<file path="config.mk">
export PLATFORM = sky130hd
export DESIGN_NAME = iopa_core
export DESIGN_NICKNAME = d
export VERILOG_FILES = /design/src/core/iopa_pkg.sv /design/src/core/iopa_core.sv /design/src/core/iopa_edge.sv
export SDC_FILE = /design/constraint.sdc
export NUM_CORES = 1
export LEC_CHECK = 0
export ABC_AREA = 0
export BUFFER_PORTS_ARGS = -buffer_cell sky130_fd_sc_hd__buf_4
export CORE_MARGIN = 1
export CORE_UTILIZATION = 50
export CTS_BUF_LIST = sky130_fd_sc_hd__clkbuf_8
export DETAILED_ROUTE_END_ITERATION = 8
export PLACE_DENSITY = 0.95
export REMOVE_ABC_BUFFERS = 1
export SLEW_MARGIN = 0
export SYNTH_ARGS = -nofsm -noshare
export SYNTH_HDL_FRONTEND = slang
export SYNTH_SLANG_ARGS = --single-unit
</file>
<file path="constraint.sdc">
create_clock -name core_clk -period 5.88 [get_ports core_clk]
set_input_delay 1.176 -clock core_clk [delete_from_list [all_inputs] [get_ports core_clk]]
set_output_delay 1.176 -clock core_clk [all_outputs]
set_load 0.1 [all_outputs]
</file>
<file path="src/core/iopa_pkg.sv">
package iopa_pkg;
  localparam int DATA_W = 16;
  localparam int UNIT_W = 8;
  localparam int CTRL_W = 5;
  // Bus bit numbers count down from the most significant line, as the bus labels them
  // Top bit of the unit number inside the table address word (number times four)
  localparam int TABLE_LSB = 6;
  // Control word bit that forces a master clear, counted from the top
  localparam int CLR_BIT = 0;
  // Short delay from poll entry to number drive
  localparam int POLL_DELAY_NS = 10;
  localparam int CLK_PERIOD_NS = 5;
  localparam int POLL_DELAY_CYC = (POLL_DELAY_NS + CLK_PERIOD_NS - 1) / CLK_PERIOD_NS;
  localparam logic MASK_RST = 1'b1;
  localparam logic [1:0] CNT_RST = 2'h0;

  typedef enum logic [1:0] {
    IOPA_C0 = 2'b00,
    IOPA_C1 = 2'b01,
    IOPA_C2 = 2'b11,
    IOPA_C3 = 2'b10
  } iopa_count_e;
endpackage : iopa_pkg

</file>
<file path="src/core/iopa_core.sv">
`timescale 1ns/1ps
module iopa_core
  import iopa_pkg::*;
(
  // Clock and reset
  input  wire logic                core_clk,
  input  wire logic                nrst,
  // Jumpers
  input  wire logic [UNIT_W-1:0]   unit_jumpers,
  input  wire logic [3:0]          mask_bit_sel,
  input  wire logic                flag_falling_sel,
  input  wire logic                pulse_mode,
  // Poll chain and interrupt
  input  wire logic                poll_chain_in,
  input  wire logic                int_request,
  input  wire logic                service_clear,
  output logic                     poll_chain_out,
  output logic                     shared_irq_line_n,
  output logic                     int_ack,
  output logic [UNIT_W-1:0]        unit_number_lines_o,
  output logic                     unit_number_lines_oe,
  // Direct command
  input  wire logic [UNIT_W-1:0]   unit_number_lines_i,
  input  wire logic                direct_command,
  output logic                     cmd_enable,
  // Data bus
  input  wire logic [DATA_W-1:0]   bus_data_lines_i,
  input  wire logic [DATA_W-1:0]   read_word,
  input  wire logic                direct_read_strobe,
  input  wire logic                program_read_strobe,
  input  wire logic                direct_status_strobe,
  input  wire logic                set_mask_command,
  input  wire logic                control_strobe,
  output logic [DATA_W-1:0]        bus_data_lines_o,
  output logic                     bus_data_lines_oe,
  output logic [DATA_W-1:0]        inbound_word,
  // Table fetch
  input  wire logic                table_fetch_request,
  input  wire logic                channel_acknowledge,
  input  wire logic                transfer_terminate,
  // Device transfer
  input  wire logic                write_strobe,
  input  wire logic                read_next_strobe,
  input  wire logic                device_flag,
  input  wire logic [CTRL_W-1:0]   ctrl_bits_in,
  input  wire logic                ctrl_load,
  output logic                     device_command,
  output logic [CTRL_W-1:0]        device_ctrl,
  output logic [1:0]               seq_count,
  output logic                     op_done
);
  import iopa_pkg::*;

  // ****************************************
  // Reset release
  // ****************************************
  logic [1:0] rst_sync;
  logic       rst_n;
  always_ff @(posedge core_clk or negedge nrst) begin
    if (!nrst) begin
      rst_sync <= 2'h0;
    end else begin
      rst_sync <= {rst_sync[0], 1'b1};
    end
  end
  assign rst_n = rst_sync[1];

  // ****************************************
  // Input synchronisers (poll and service clear cross in from the bus)
  // ****************************************
  logic [2:0] poll_s;
  logic [2:0] clr_s;
  logic       poll;
  logic       svc_clr;
  always_ff @(posedge core_clk or negedge rst_n) begin
    if (!rst_n) begin
      poll_s <= 3'h0;
      clr_s  <= 3'h0;
      poll   <= 1'b0;
      svc_clr <= 1'b0;
    end else begin
      poll_s <= {poll_s[1:0], poll_chain_in};
      clr_s  <= {clr_s[1:0], service_clear};
      if (poll_s[1] == poll_s[2]) begin
        poll <= poll_s[2];
      end
      if (clr_s[1] == clr_s[2]) begin
        svc_clr <= clr_s[2];
      end
    end
  end

  // ****************************************
  // Mask
  // ****************************************
  logic mask;
  logic master_clear;
  logic active;
  logic req_eff;
  logic latch_in;
  // Control word bit 0 or a service clear forces the master clear
  assign master_clear = svc_clr | (control_strobe & bus_data_lines_i[DATA_W-1-CLR_BIT]);
  assign req_eff      = int_request & ~active;
  assign latch_in     = mask & req_eff;

  always_ff @(posedge core_clk or negedge rst_n) begin
    if (!rst_n) begin
      mask <= MASK_RST;
    end else if (master_clear) begin
      mask <= 1'b1;
    end else if (set_mask_command) begin
      mask <= bus_data_lines_i[mask_bit_sel];
    end
  end

  // ****************************************
  // Poll latch and active flag
  // ****************************************
  logic                        latch;
  logic [POLL_DELAY_CYC-1:0]   poll_dly;
  logic                        poll_late;
  always_ff @(posedge core_clk or negedge rst_n) begin
    if (!rst_n) begin
      latch <= 1'b0;
    end else if (poll) begin
      latch <= latch_in;
    end
  end

  // Clocked stand-in for the short gate delay; also lets the latch settle first
  always_ff @(posedge core_clk or negedge rst_n) begin
    if (!rst_n) begin
      poll_dly <= '0;
    end else begin
      poll_dly <= POLL_DELAY_CYC'({poll_dly, poll});
    end
  end
  assign poll_late = poll_dly[POLL_DELAY_CYC-1];

  // Set wins over service clear so a poll racing the clear is not lost
  always_ff @(posedge core_clk or negedge rst_n) begin
    if (!rst_n) begin
      active <= 1'b0;
    end else if (poll_late && latch) begin
      active <= 1'b1;
    end else if (svc_clr) begin
      active <= 1'b0;
    end
  end

  always_ff @(posedge core_clk or negedge rst_n) begin
    if (!rst_n) begin
      poll_chain_out       <= 1'b0;
      shared_irq_line_n    <= 1'b1;
      int_ack              <= 1'b0;
      unit_number_lines_o  <= '0;
      unit_number_lines_oe <= 1'b0;
    end else begin
      poll_chain_out       <= poll & ~latch_in & ~latch;
      shared_irq_line_n    <= ~latch_in;
      int_ack              <= active | (poll_late & latch);
      unit_number_lines_oe <= poll_late & latch;
      unit_number_lines_o  <= unit_jumpers;
    end
  end

  // ****************************************
  // Direct command compare
  // ****************************************
  always_ff @(posedge core_clk or negedge rst_n) begin
    if (!rst_n) begin
      cmd_enable <= 1'b0;
    end else begin
      cmd_enable <= direct_command & ~latch_in & (unit_number_lines_i == unit_jumpers);
    end
  end

  // ****************************************
  // Data gates
  // ****************************************
  logic table_en;
  logic rd_en;
  assign table_en = table_fetch_request | (channel_acknowledge & transfer_terminate);
  assign rd_en    = direct_read_strobe | program_read_strobe | direct_status_strobe;

  always_ff @(posedge core_clk or negedge rst_n) begin
    if (!rst_n) begin
      bus_data_lines_o  <= '0;
      bus_data_lines_oe <= 1'b0;
      inbound_word      <= '0;
    end else begin
      inbound_word      <= bus_data_lines_i;
      bus_data_lines_oe <= rd_en | table_en;
      if (table_en) begin
        // Bits 6..13 counted from the top sit two places up: the number times four
        bus_data_lines_o <= DATA_W'(unit_jumpers) << (DATA_W - TABLE_LSB - UNIT_W);
      end else if (rd_en) begin
        bus_data_lines_o <= read_word;
      end else begin
        bus_data_lines_o <= '0;
      end
    end
  end

  // ****************************************
  // Device control bits
  // ****************************************
  always_ff @(posedge core_clk or negedge rst_n) begin
    if (!rst_n) begin
      device_ctrl <= '0;
    end else if (master_clear) begin
      device_ctrl <= '0;
    end else if (ctrl_load) begin
      device_ctrl <= ctrl_bits_in;
    end
  end

  // ****************************************
  // Sequence counter
  // ****************************************
  logic        flag_q;
  iopa_count_e cnt;
  logic        q0;
  logic        wr_arm;
  logic        rd_arm;
  logic        qual;
  logic        done;

  iopa_edge u_edge (
    .core_clk   (core_clk),
    .rst_n      (rst_n),
    .flag_pin   (device_flag),
    .use_falling(flag_falling_sel),
    .edge_pulse (flag_q)
  );

  // Device end always lets the count run through to 0
  always_comb begin
    case (cnt)
      IOPA_C0: qual = q0;
      IOPA_C1: qual = flag_q | transfer_terminate;
      IOPA_C2: qual = pulse_mode | flag_q | transfer_terminate;
      IOPA_C3: qual = 1'b1;
      default: qual = 1'b0;
    endcase
  end
  assign done = (cnt == IOPA_C3) & qual;

  always_ff @(posedge core_clk or negedge rst_n) begin
    if (!rst_n) begin
      q0 <= 1'b0;
    end else if (write_strobe || read_next_strobe) begin
      q0 <= 1'b1;
    end else if (cnt == IOPA_C1) begin
      q0 <= 1'b0;
    end
  end

  always_ff @(posedge core_clk or negedge rst_n) begin
    if (!rst_n) begin
      wr_arm <= 1'b0;
      rd_arm <= 1'b0;
    end else begin
      if (write_strobe) begin
        wr_arm <= 1'b1;
      end else if (done || master_clear) begin
        wr_arm <= 1'b0;
      end
      if (read_next_strobe) begin
        rd_arm <= 1'b1;
      end else if (done || master_clear) begin
        rd_arm <= 1'b0;
      end
    end
  end

  always_ff @(posedge core_clk or negedge rst_n) begin
    if (!rst_n) begin
      cnt <= iopa_count_e'(CNT_RST);
    end else if (master_clear) begin
      cnt <= IOPA_C0;
    end else if (qual) begin
      case (cnt)
        IOPA_C0: cnt <= IOPA_C1;
        IOPA_C1: cnt <= IOPA_C2;
        IOPA_C2: cnt <= IOPA_C3;
        IOPA_C3: cnt <= IOPA_C0;
        default: cnt <= IOPA_C0;
      endcase
    end
  end

  // Response mode drops the command on the flag edge; pulse mode holds it for count 1
  always_ff @(posedge core_clk or negedge rst_n) begin
    if (!rst_n) begin
      device_command <= 1'b0;
      seq_count      <= 2'h0;
      op_done        <= 1'b0;
    end else begin
      device_command <= (cnt == IOPA_C1) & (wr_arm | rd_arm) & ~(flag_q & ~pulse_mode);
      seq_count      <= cnt;
      op_done        <= done;
    end
  end
endmodule : iopa_core

</file>
<file path="src/core/iopa_edge.sv">
`timescale 1ns/1ps
// Three-stage synchroniser with edge select; one pulse per accepted edge
module iopa_edge (
  // Clock and reset
  input  wire logic core_clk,
  input  wire logic rst_n,
  // Asynchronous flag and selection
  input  wire logic flag_pin,
  input  wire logic use_falling,
  // Qualifier pulse
  output logic      edge_pulse
);
  logic [2:0] sync;

  always_ff @(posedge core_clk or negedge rst_n) begin
    if (!rst_n) begin
      sync <= 3'h0;
    end else begin
      sync <= {sync[1:0], flag_pin};
    end
  end

  // Stage 0 feeds stage 1 only; compare the settled stages
  always_ff @(posedge core_clk or negedge rst_n) begin
    if (!rst_n) begin
      edge_pulse <= 1'b0;
    end else begin
      edge_pulse <= use_falling ? (sync[2] & ~sync[1]) : (~sync[2] & sync[1]);
    end
  end
endmodule : iopa_edge

</file>
==> results by group, run 1 <==
Clock tree
  • Number of setup buffers added after CTS: 0
  • CTS Buffer Depth: 2
  • Clk_lat worst skew: 330 ps
  • Post-CTS Resized: 0
  • Clk sink count: 79
  • # H-tree levels: 3
  • Clock slew at reported path FFs: 70 ps
  • Clock buffer count from CTS: 9
  • # hold bufs at CTS: 0
  • CTS Root Cell: clkbuf_8
  • CTS tree: built

Setup path
  • Critical path class: register to output port
  • Worst setup EP type: output port
  • Startpoint Class: register
  • CP max-delay cell: dfstp_2
  • Crit-path leading delay family: flip-flops
  • CP Cell Sequence: buf_4
  • Req. time, crit path: 4700 ps
  • Crit path buf inv count: 1
  • Slowest stage delay, CP: 520 ps
  • Crit path DAT: 1130 ps
  • Worst-path maximum fanout: 1

Power and ir drop
  • PD cells: 336.0 nW/um^2
  • VDD IR max: 0.1731 mV
  • Leakage: 1.974 nW
  • Share of total power in combinational logic: 26.8%
  • Cell internal pwr: 0.8420 mW
  • Seq pwr share: 46.9%
  • P_sw: 0.4633 mW
  • Overall Power: 1.305 mW
  • Clk pwr share: 26.3%
  • Sw frac: 35.49%

Synth
  • Yosys cell types: 33
  • Synthesis-stage register bit count: 79
  • Netlist Area Pre-Place: 2659 um^2
  • Async SR Flop Fraction: 100.0%
  • Top_reg_cell synth: dfrtp_1
  • Seq/Total Area, Yosys: 74.45%
  • Ys Warns: 0
  • EDFF count, synth: 0
  • Post-Synthesis Cells: 175
  • Mean Syn Cell Area: 15.19 um^2

Timing
  • Slew headroom: 38.18%
  • Slew Limit Fails: 0
  • Clk_skew: 8.067 ps
  • Setup violators final: 0
  • Total Negative Setup Slacks: 0 ps
  • Final Hold Viols: 0
  • Fmax: 434.2 MHz
  • Minimum clock period: 2303 ps
  • Fin crit share: 39.17%
  • RSZ-0062 raised after global routing: no
  • Worst slew pin tran: 927.3 ps

Floorplan
  • Site Rows: 26
  • Die ar.: 5613 um^2
  • Ports: 132
  • Core area: 5107 um^2
  • Die width: 74.92 um
  • Initial Utilization: 52.06%
  • DIE HEIGHT: 74.92 um

Placement
  • Dpl hpwl: 4166 um
  • Port bufs: 131
  • Placed Area: 3710 um^2
  • Routability Congestion: 0.7688
  • Placed cell count: 372

GRT
  • Number of global-route vias before repair: 1,859
  • Global-route wire length before repair: 8273 um
  • Gr ovfl total: 0
  • M3 GR Usage: 7.764%
  • Initial antenna violation count: 0
  • Largest net degree at the start of global routing: 78
  • GR peak layer: met2
  • Met2 global-route usage: 35.74%
  • M1 GR Usage: 22.32%
  • Total GRT Usage: 21.14%

Detailed routing
  • ANT nets after route: 0
  • Detailed-route via count: 1,862
  • Wirelength per Cell: 14.31 um
  • WL final: 5553 um
  • Via density: 4.799
  • Number of DRC markers in iteration 0: 67
  • Residual DRC: 0
  • DR pass1 iterations: 4

Finish
  • Final core occ: 76.07%
  • Share of post-route cells with drive strength above 1: 48.11%
  • Most frequent cells in the layout: buf_4 (131), dfrtp_1 (76), nor2_1 (12), clkbuf_8 (10)
  • Fin nets: 390
  • Post-route cell area: 3885 um^2
  • Final non-filler cell total: 388
  • Most common cell after layout, fill and taps aside: buf_4
  • Area Overhead vs Synth: 46.12%
  • Ant diodes: 0

Flow run
  • Max-cap violations: 0

Worst hold path
  • HP Class: register to register

Outcome
  • Status: complete, no violations
[sequential cells by signal, summed over array words and instances, names as in the netlist, 2 cells and up]
name	count
u_edge.sync	3
poll_dly	2
device_ctrl	5
cnt	2
rst_sync	2
seq_count	2
unit_number_lines_o	8
bus_data_lines_o	16
poll_s	3
clr_s	3
inbound_word	16
[metrics by stage]
step | setup slack (ps) | hold WS (ps)
floorplan | 3520 | 331.2
global placement | 3524 | 333.4
detailed placement | 3473 | 336.5
CTS | 3560 | 352.3
global route | 3546 | 365.5
finish | 3577 | 349.9
[layer usage]
| metal | wire length [um] | up-vias |
|---|---|---|
| met2 | 2883 | 94 |
| met5 | 0 | - |
| met3 | 532 | 12 |
| met1 | 1993 | 885 |
| met4 | 144 | 0 |
| li1 | - | 871 |
[final cells by class]
| class | instances | area [um^2] |
|---|---|---|
| Sequential cell | 79 | 1983 |
| Fill cell | 341 | 1222 |
| Timing Repair Buffer | 131 | 983.4 |
| Multi-Input combinational cell | 89 | 644.4 |
| Clock buffer | 10 | 137.6 |
| Tap cell | 70 | 87.58 |
| Clock inverter | 6 | 37.54 |
| Inverter | 3 | 11.26 |
[cell usage after synthesis (2+ instances only)]
library cell	count	share of area (%)
maj3_1	2	0.75
o31ai_1	2	0.56
mux2_2	2	0.85
a21o_1	4	1.1
dfrtp_1	77	72
mux4_1	2	2.0
nand3_1	3	0.56
xor2_1	5	1.6
dfstp_2	2	2.0
mux2i_1	9	3.4
nand2b_1	2	0.47
nor2_1	12	1.7
inv_1	3	0.42
nand3b_1	2	0.56
clkbuf_1	2	0.28
xnor2_1	3	0.99
nor4_1	2	0.47
a21oi_1	2	0.38
a22o_1	8	2.6
nor3_1	2	0.38
nand2_1	7	0.99
and2_1	9	2.1
nor2b_1	3	0.71
[power groups by stage]
stage | Clock (mW) | Combinational, mW | Sequential [mW]
final | 0.343 | 0.349 | 0.612
after global routing | 0.375 | 0.363 | 0.619
after CTS | 0.352 | 0.351 | 0.614
after detailed placement | 0 | 0.350 | 0.624
after global placement | 0 | 0.346 | 0.621
after floorplan | 0 | 0.0423 | 0.822
[final timing paths]
kind,slack [ps],start,endpoint,cells past startpoint
max,3580,shared_irq_line_n$_DFF_PN1_,shared_irq_line_n,1
min,350,poll_dly[0]$_DFF_PN0_,poll_dly[1]$_DFF_PN0_,0
max reg2reg,4780,mask$_DFFE_PN1P_,latch$_DFFE_PN0P_,3
min reg2reg,350,poll_dly[0]$_DFF_PN0_,poll_dly[1]$_DFF_PN0_,0
max in group asynchronous,4800,rst_sync[1]$_DFF_PN0_,active$_DFFE_PN0P_,0
min in group asynchronous,460,rst_sync[1]$_DFF_PN0_,unit_number_lines_o[7]$_DFF_PN0_,0
[cell families after synthesis]
group / Yosys count / share of synthesized area [%]
AOI/OAI and AO/OA: 19 / 5.553
muxes: 13 / 6.212
and+or+nand+nor: 46 / 8.941
xor gates and xnor gates: 8 / 2.635
adders and majority gates: 2 / 0.7530
DFF: 79 / 74.45
other: 1 / 0.1410
buffers and inverters: 7 / 1.318
No activity file was read; power rests on OpenSTA's default activity.
==> run 2: changes to the inputs <==
--- a/config.mk
+++ b/config.mk
@@ -8,10 +8,10 @@
 export ABC_AREA = 0
 export BUFFER_PORTS_ARGS = -buffer_cell sky130_fd_sc_hd__buf_4
 export CORE_MARGIN = 1
-export CORE_UTILIZATION = 50
+export CORE_UTILIZATION = 47
 export CTS_BUF_LIST = sky130_fd_sc_hd__clkbuf_8
 export DETAILED_ROUTE_END_ITERATION = 8
-export PLACE_DENSITY = 0.95
+export PLACE_DENSITY = 0.94
 export REMOVE_ABC_BUFFERS = 1
 export SLEW_MARGIN = 0
 export SYNTH_ARGS = -nofsm -noshare
==> constraint.sdc (replaced) <==
create_clock -name core_clk -period 2.38 [get_ports core_clk]
set_input_delay 0.476 -clock core_clk [delete_from_list [all_inputs] [get_ports core_clk]]
set_output_delay 0.476 -clock core_clk [all_outputs]
set_load 0.1 [all_outputs]
==> results by group, run 2 (synthesis results as in run 1) <==
Setup path
  • Worst-path maximum fanout: 1
  • Worst r2r src: mask$_DFFE_PN1P_
  • Crit path buf inv count: 1
  • Startpoint Class: register
  • R2R Setup Slk: 1270 ps
  • Crit-path leading delay family: flip-flops
  • Slowest stage delay, CP: 510 ps
  • Reg2reg path depth: 3
  • Req. time, crit path: 1900 ps
  • CP Cell Sequence: buf_4
  • WP depth: 1
  • Worst R2R End: latch$_DFFE_PN0P_
  • CP max-delay cell: dfstp_2
  • Crit path DAT: 1110 ps
  • Worst setup EP type: output port
  • Critical path class: register to output port

Power and ir drop
  • VDD IR max: 0.4907 mV
  • P_sw: 1.114 mW
  • Cell internal pwr: 2.066 mW
  • Clk pwr share: 25.2%
  • Sw frac: 35.02%
  • Overall Power: 3.180 mW
  • Seq pwr share: 47.6%
  • Share of total power in combinational logic: 27.3%
  • PD cells: 819.6 nW/um^2
  • Leakage: 1.986 nW

Finish
  • Fin nets: 391
  • Fillers: 394
  • Most common cell after layout, fill and taps aside: buf_4
  • Largest regs: bus_data_lines_o (16), inbound_word (16), unit_number_lines_o (8)
  • Share of post-route cells with drive strength above 1: 46.86%
  • Area Overhead vs Synth: 45.93%
  • Ant diodes: 0
  • Most frequent cells in the layout: buf_4 (131), dfrtp_1 (76), nor2_1 (12), clkbuf_8 (10)
  • Final core occ: 70.90%

Clock tree
  • Number of setup buffers added after CTS: 0
  • CTS Root Cell: clkbuf_8
  • Clk_lat worst skew: 330 ps
  • Post-CTS Resized: 0
  • CTS tree: built
  • # H-tree levels: 3
  • Clock buffer count from CTS: 9
  • CTS Buffer Depth: 2
  • Clk sink count: 79
  • Clock slew at reported path FFs: 70 ps

Timing
  • Clk_skew: 9.877 ps
  • RSZ-0062 raised after global routing: no
  • Slew Limit Fails: 0
  • Worst slew pin tran: 937.5 ps
  • Final Hold Viols: 0
  • Fin crit share: 66.84%
  • Setup violators final: 0
  • Slew headroom: 37.50%
  • Hold WS: 253.6 ps
  • Minimum clock period: 1591 ps
  • Total Negative Setup Slacks: 0 ps
  • Fmax: 628.6 MHz

Detailed routing
  • Number of DRC markers in iteration 0: 51
  • Residual DRC: 0
  • ANT nets after route: 0
  • WL final: 5794 um
  • Via density: 4.803
  • DR pass1 iterations: 4
  • Wirelength per Cell: 14.86 um
  • Detailed-route via count: 1,873

Flow run
  • Max-cap violations: 0

Worst hold path
  • Hold path cells: 1
  • HP Class: primary input to register
  • Hold endpoint: clr_s[0]$_DFF_PN0_
  • HP Start: service_clear

GRT
  • Global-route wire length before repair: 9363 um
  • Total GRT Usage: 21.22%
  • Gr ovfl total: 0
  • Largest net degree at the start of global routing: 78
  • Initial antenna violation count: 0
  • Number of global-route vias before repair: 1,955

Floorplan
  • Die width: 77.22 um
  • Core area: 5473 um^2
  • DIE HEIGHT: 77.22 um
  • Initial Utilization: 48.58%
  • Die ar.: 5962 um^2
  • Ports: 132
  • Site Rows: 27

Outcome
  • Status: complete, no violations

Placement
  • Port bufs: 131
  • Dpl hpwl: 4396 um
  • Routability Congestion: 0.7267
## run 2: cell types whose count changed in the layout (fill, tap and decap cells not counted), sizes merged
cell,before,now
clkinvlp,2,0
inv,4,7
dlygate4sd3,0,1
clkinv,3,1
## run 2: stage by stage
stage	instance area, um^2	setup WS, ps	std cells
floorplan	2635	20.40	171
global placement	3712	728.6	374
detailed placement	3712	644.1	374
CTS	3880	773.9	390
global route	3880	747.3	390
finish	3880	789.1	390
## run 2: final cells by class
type | instances | area [um^2] | area share, %
sequential | 79 | 1983 | 51.11
timing repair buffer | 132 | 993.5 | 25.60
multi-input combinational | 89 | 644.4 | 16.61
clock buffer | 10 | 137.6 | 3.547
tap | 72 | 90.09 | 2.322
clock inverter | 5 | 20.02 | 0.5160
inverter | 3 | 11.26 | 0.2902
## run 2: worst max path at each step
stage / start / to
6_report: shared_irq_line_n$_DFF_PN1_ / shared_irq_line_n
5_1_grt: shared_irq_line_n$_DFF_PN1_ / shared_irq_line_n
3_5_place_dp: channel_acknowledge / bus_data_lines_o[5]$_DFF_PN0_
4_1_cts: shared_irq_line_n$_DFF_PN1_ / shared_irq_line_n
3_3_place_gp: channel_acknowledge / bus_data_lines_o[4]$_DFF_PN0_
2_1_floorplan: rst_sync[1]$_DFF_PN0_ / active$_DFFE_PN0P_
## run 2: metal layers
metal / GRT usage, % / share of wire [%]
met1: 22.43 / 35
met5: 0 / 0
met2: 37.43 / 55
met4: 11.89 / 3.1
met3: 6.310 / 6.8
## run 2: what timing repair did
| item | CTS | global route |
|---|---|---|
| setup endpoints to repair | 0 | 0 |
| endpoints found under the hold margin | 2 | 0 |
| hold buffers | 1 | 0 |
## run 2: worst reg2reg max path, cell delays in order (launching register included)
cell	delay, ps
dfstp_2	530
nand2_1	50
nor2_1	260
mux2_2	210
## run 2: power by group through the flow
| stage | Sequential (mW) | Clock (mW) | Combinational (mW) |
|---|---|---|---|
| after floorplan | 2.03 | 0 | 0.105 |
| after global placement | 1.54 | 0 | 0.853 |
| after detailed placement | 1.54 | 0 | 0.868 |
| after CTS | 1.52 | 0.826 | 0.871 |
| after global routing | 1.53 | 0.879 | 0.896 |
| final | 1.51 | 0.800 | 0.867 |
==> run 3: changes to the inputs <==
==> constraint.sdc (replaced) <==
create_clock -name core_clk -period 1.5 [get_ports core_clk]
set_input_delay 0.3 -clock core_clk [delete_from_list [all_inputs] [get_ports core_clk]]
set_output_delay 0.3 -clock core_clk [all_outputs]
set_load 0.1 [all_outputs]
==> results by group, run 3 (synthesis results as in run 1) <==
Timing
  • Fin crit share: 94.61%
  • Setup violators final: 0
  • Clk_skew: 12.06 ps
  • Total Negative Setup Slacks: 0 ps
  • Minimum clock period: 1419 ps
  • Fmax: 704.6 MHz
  • Final Hold Viols: 0
  • RSZ-0062 raised after global routing: no
  • Slew headroom: 58.87%
  • Worst slew pin tran: 616.3 ps
  • Slew Limit Fails: 0
  • Fin worst setup slack: 80.80 ps

Setup path
  • Worst setup EP type: output port
  • Worst-path maximum fanout: 1
  • Req. time, crit path: 1200 ps
  • Startpoint Class: register
  • CP Cell Sequence: buf_4
  • R2R Setup Slk: 390 ps
  • Critical path class: register to output port
  • Crit-path leading delay family: flip-flops
  • CP max-delay cell: dfstp_2
  • Crit path DAT: 1120 ps
  • Crit path buf inv count: 1
  • Slowest stage delay, CP: 520 ps

Clock tree
  • Clk sink count: 79
  • CTS Buffer Depth: 2
  • # H-tree levels: 3
  • Clock slew at reported path FFs: 80 ps
  • CTS Root Cell: clkbuf_8
  • Clk_lat worst skew: 330 ps
  • Post-CTS Resized: 0
  • # hold bufs at CTS: 1
  • Number of setup buffers added after CTS: 0
  • Clock buffer count from CTS: 9
  • CTS tree: built

Finish
  • Largest regs: bus_data_lines_o (16), inbound_word (16), unit_number_lines_o (8)
  • Ant diodes: 0
  • Most common cell after layout, fill and taps aside: buf_4
  • Fin nets: 396
  • Area Overhead vs Synth: 50.45%
  • Most frequent cells in the layout: buf_4 (134), dfrtp_1 (76), nor2_1 (12), clkbuf_8 (10)
  • Share of post-route cells with drive strength above 1: 48.46%

Placement
  • Dpl hpwl: 4458 um
  • Routability Congestion: 0.7206
  • Pre-CTS WS: 45.40 ps
  • Port bufs: 131

Detailed routing
  • Number of DRC markers in iteration 0: 69
  • DR pass1 iterations: 6
  • Via density: 4.737
  • Residual DRC: 0
  • WL final: 5649 um
  • ANT nets after route: 0
  • Detailed-route via count: 1,876
  • Wirelength per Cell: 14.27 um

Floorplan
  • Die ar.: 5962 um^2
  • Core area: 5473 um^2
  • Die width: 77.22 um
  • Site Rows: 27
  • DIE HEIGHT: 77.22 um
  • Ports: 132
  • Initial Utilization: 48.58%

Power and ir drop
  • Leakage: 2.040 nW
  • PD cells: 1360 nW/um^2
  • VDD IR max: 0.7954 mV

Outcome
  • Status: complete, no violations

GRT
  • Initial antenna violation count: 0
  • Largest net degree at the start of global routing: 26
  • Total GRT Usage: 19.88%
  • Gr ovfl total: 0
  • Number of global-route vias before repair: 1,932
  • Global-route wire length before repair: 8887 um

Flow run
  • Max-cap violations: 0

Worst hold path
  • HP Class: primary input to register
[run 3: final timing paths]
kind,start,endpoint,cells after the start
setup / recovery,shared_irq_line_n$_DFF_PN1_,shared_irq_line_n,1
setup reg to reg,mask$_DFFE_PN1P_,latch$_DFFE_PN0P_,3
hold reg to reg,rst_sync[1]$_DFF_PN0_,inbound_word[14]$_DFF_PN0_,0
hold / removal,service_clear,clr_s[0]$_DFF_PN0_,1
min in group asynchronous,rst_sync[1]$_DFF_PN0_,inbound_word[14]$_DFF_PN0_,0
max in group asynchronous,rst_sync[1]$_DFF_PN0_,mask$_DFFE_PN1P_,1
[run 3: where the power goes]
group | leakage, nW | internal, mW | switching (mW) | total (mW)
sequential | 0.955 | 2.30 | 0.0800 | 2.38
clock | 0.119 | 0.965 | 0.682 | 1.65
combinational | 0.967 | 0.386 | 1.03 | 1.42
[run 3: cell type report]
class                      instances  area (um^2)
inverter                           3        11.26
fill                             395         1473
clock inverter                     6        77.57
clock buffer                      10        137.6
multi-input combinational         89        644.4
sequential                        79         1983
timing repair buffer             137         1056
tap                               72        90.09
[run 3: worst register-to-register path, cell delays in order, from the launching register on]
cell and delay [ps]:
dfstp_2 540, nand2_1 50, nor2_1 260, mux2_2 210
[run 3: routing by layer]
metal | track usage [%] | routed length (um) | up-vias
li1 | - | - | 879
met2 | 35.66 | 3141 | 76
met3 | 5.595 | 357 | 10
met1 | 21.25 | 2045 | 911
met4 | 9.811 | 104 | 0
met5 | 0 | 0 | -
[run 3: through the flow]
stage | hold WS, ps | power, mW | area [um^2] | utilization [%] | cells
floorplan | 4.409 | 3.387 | 2635 | - | 171
CTS | 56.38 | 5.494 | 4000 | 73.09 | 396
global route | 55.12 | 5.639 | 4000 | 73.09 | 396
detailed placement | 83.52 | 3.842 | 3775 | 68.98 | 379
global placement | 82.44 | 3.810 | 3775 | 68.98 | 379
finish | 75.20 | 5.440 | 4000 | 73.09 | 396
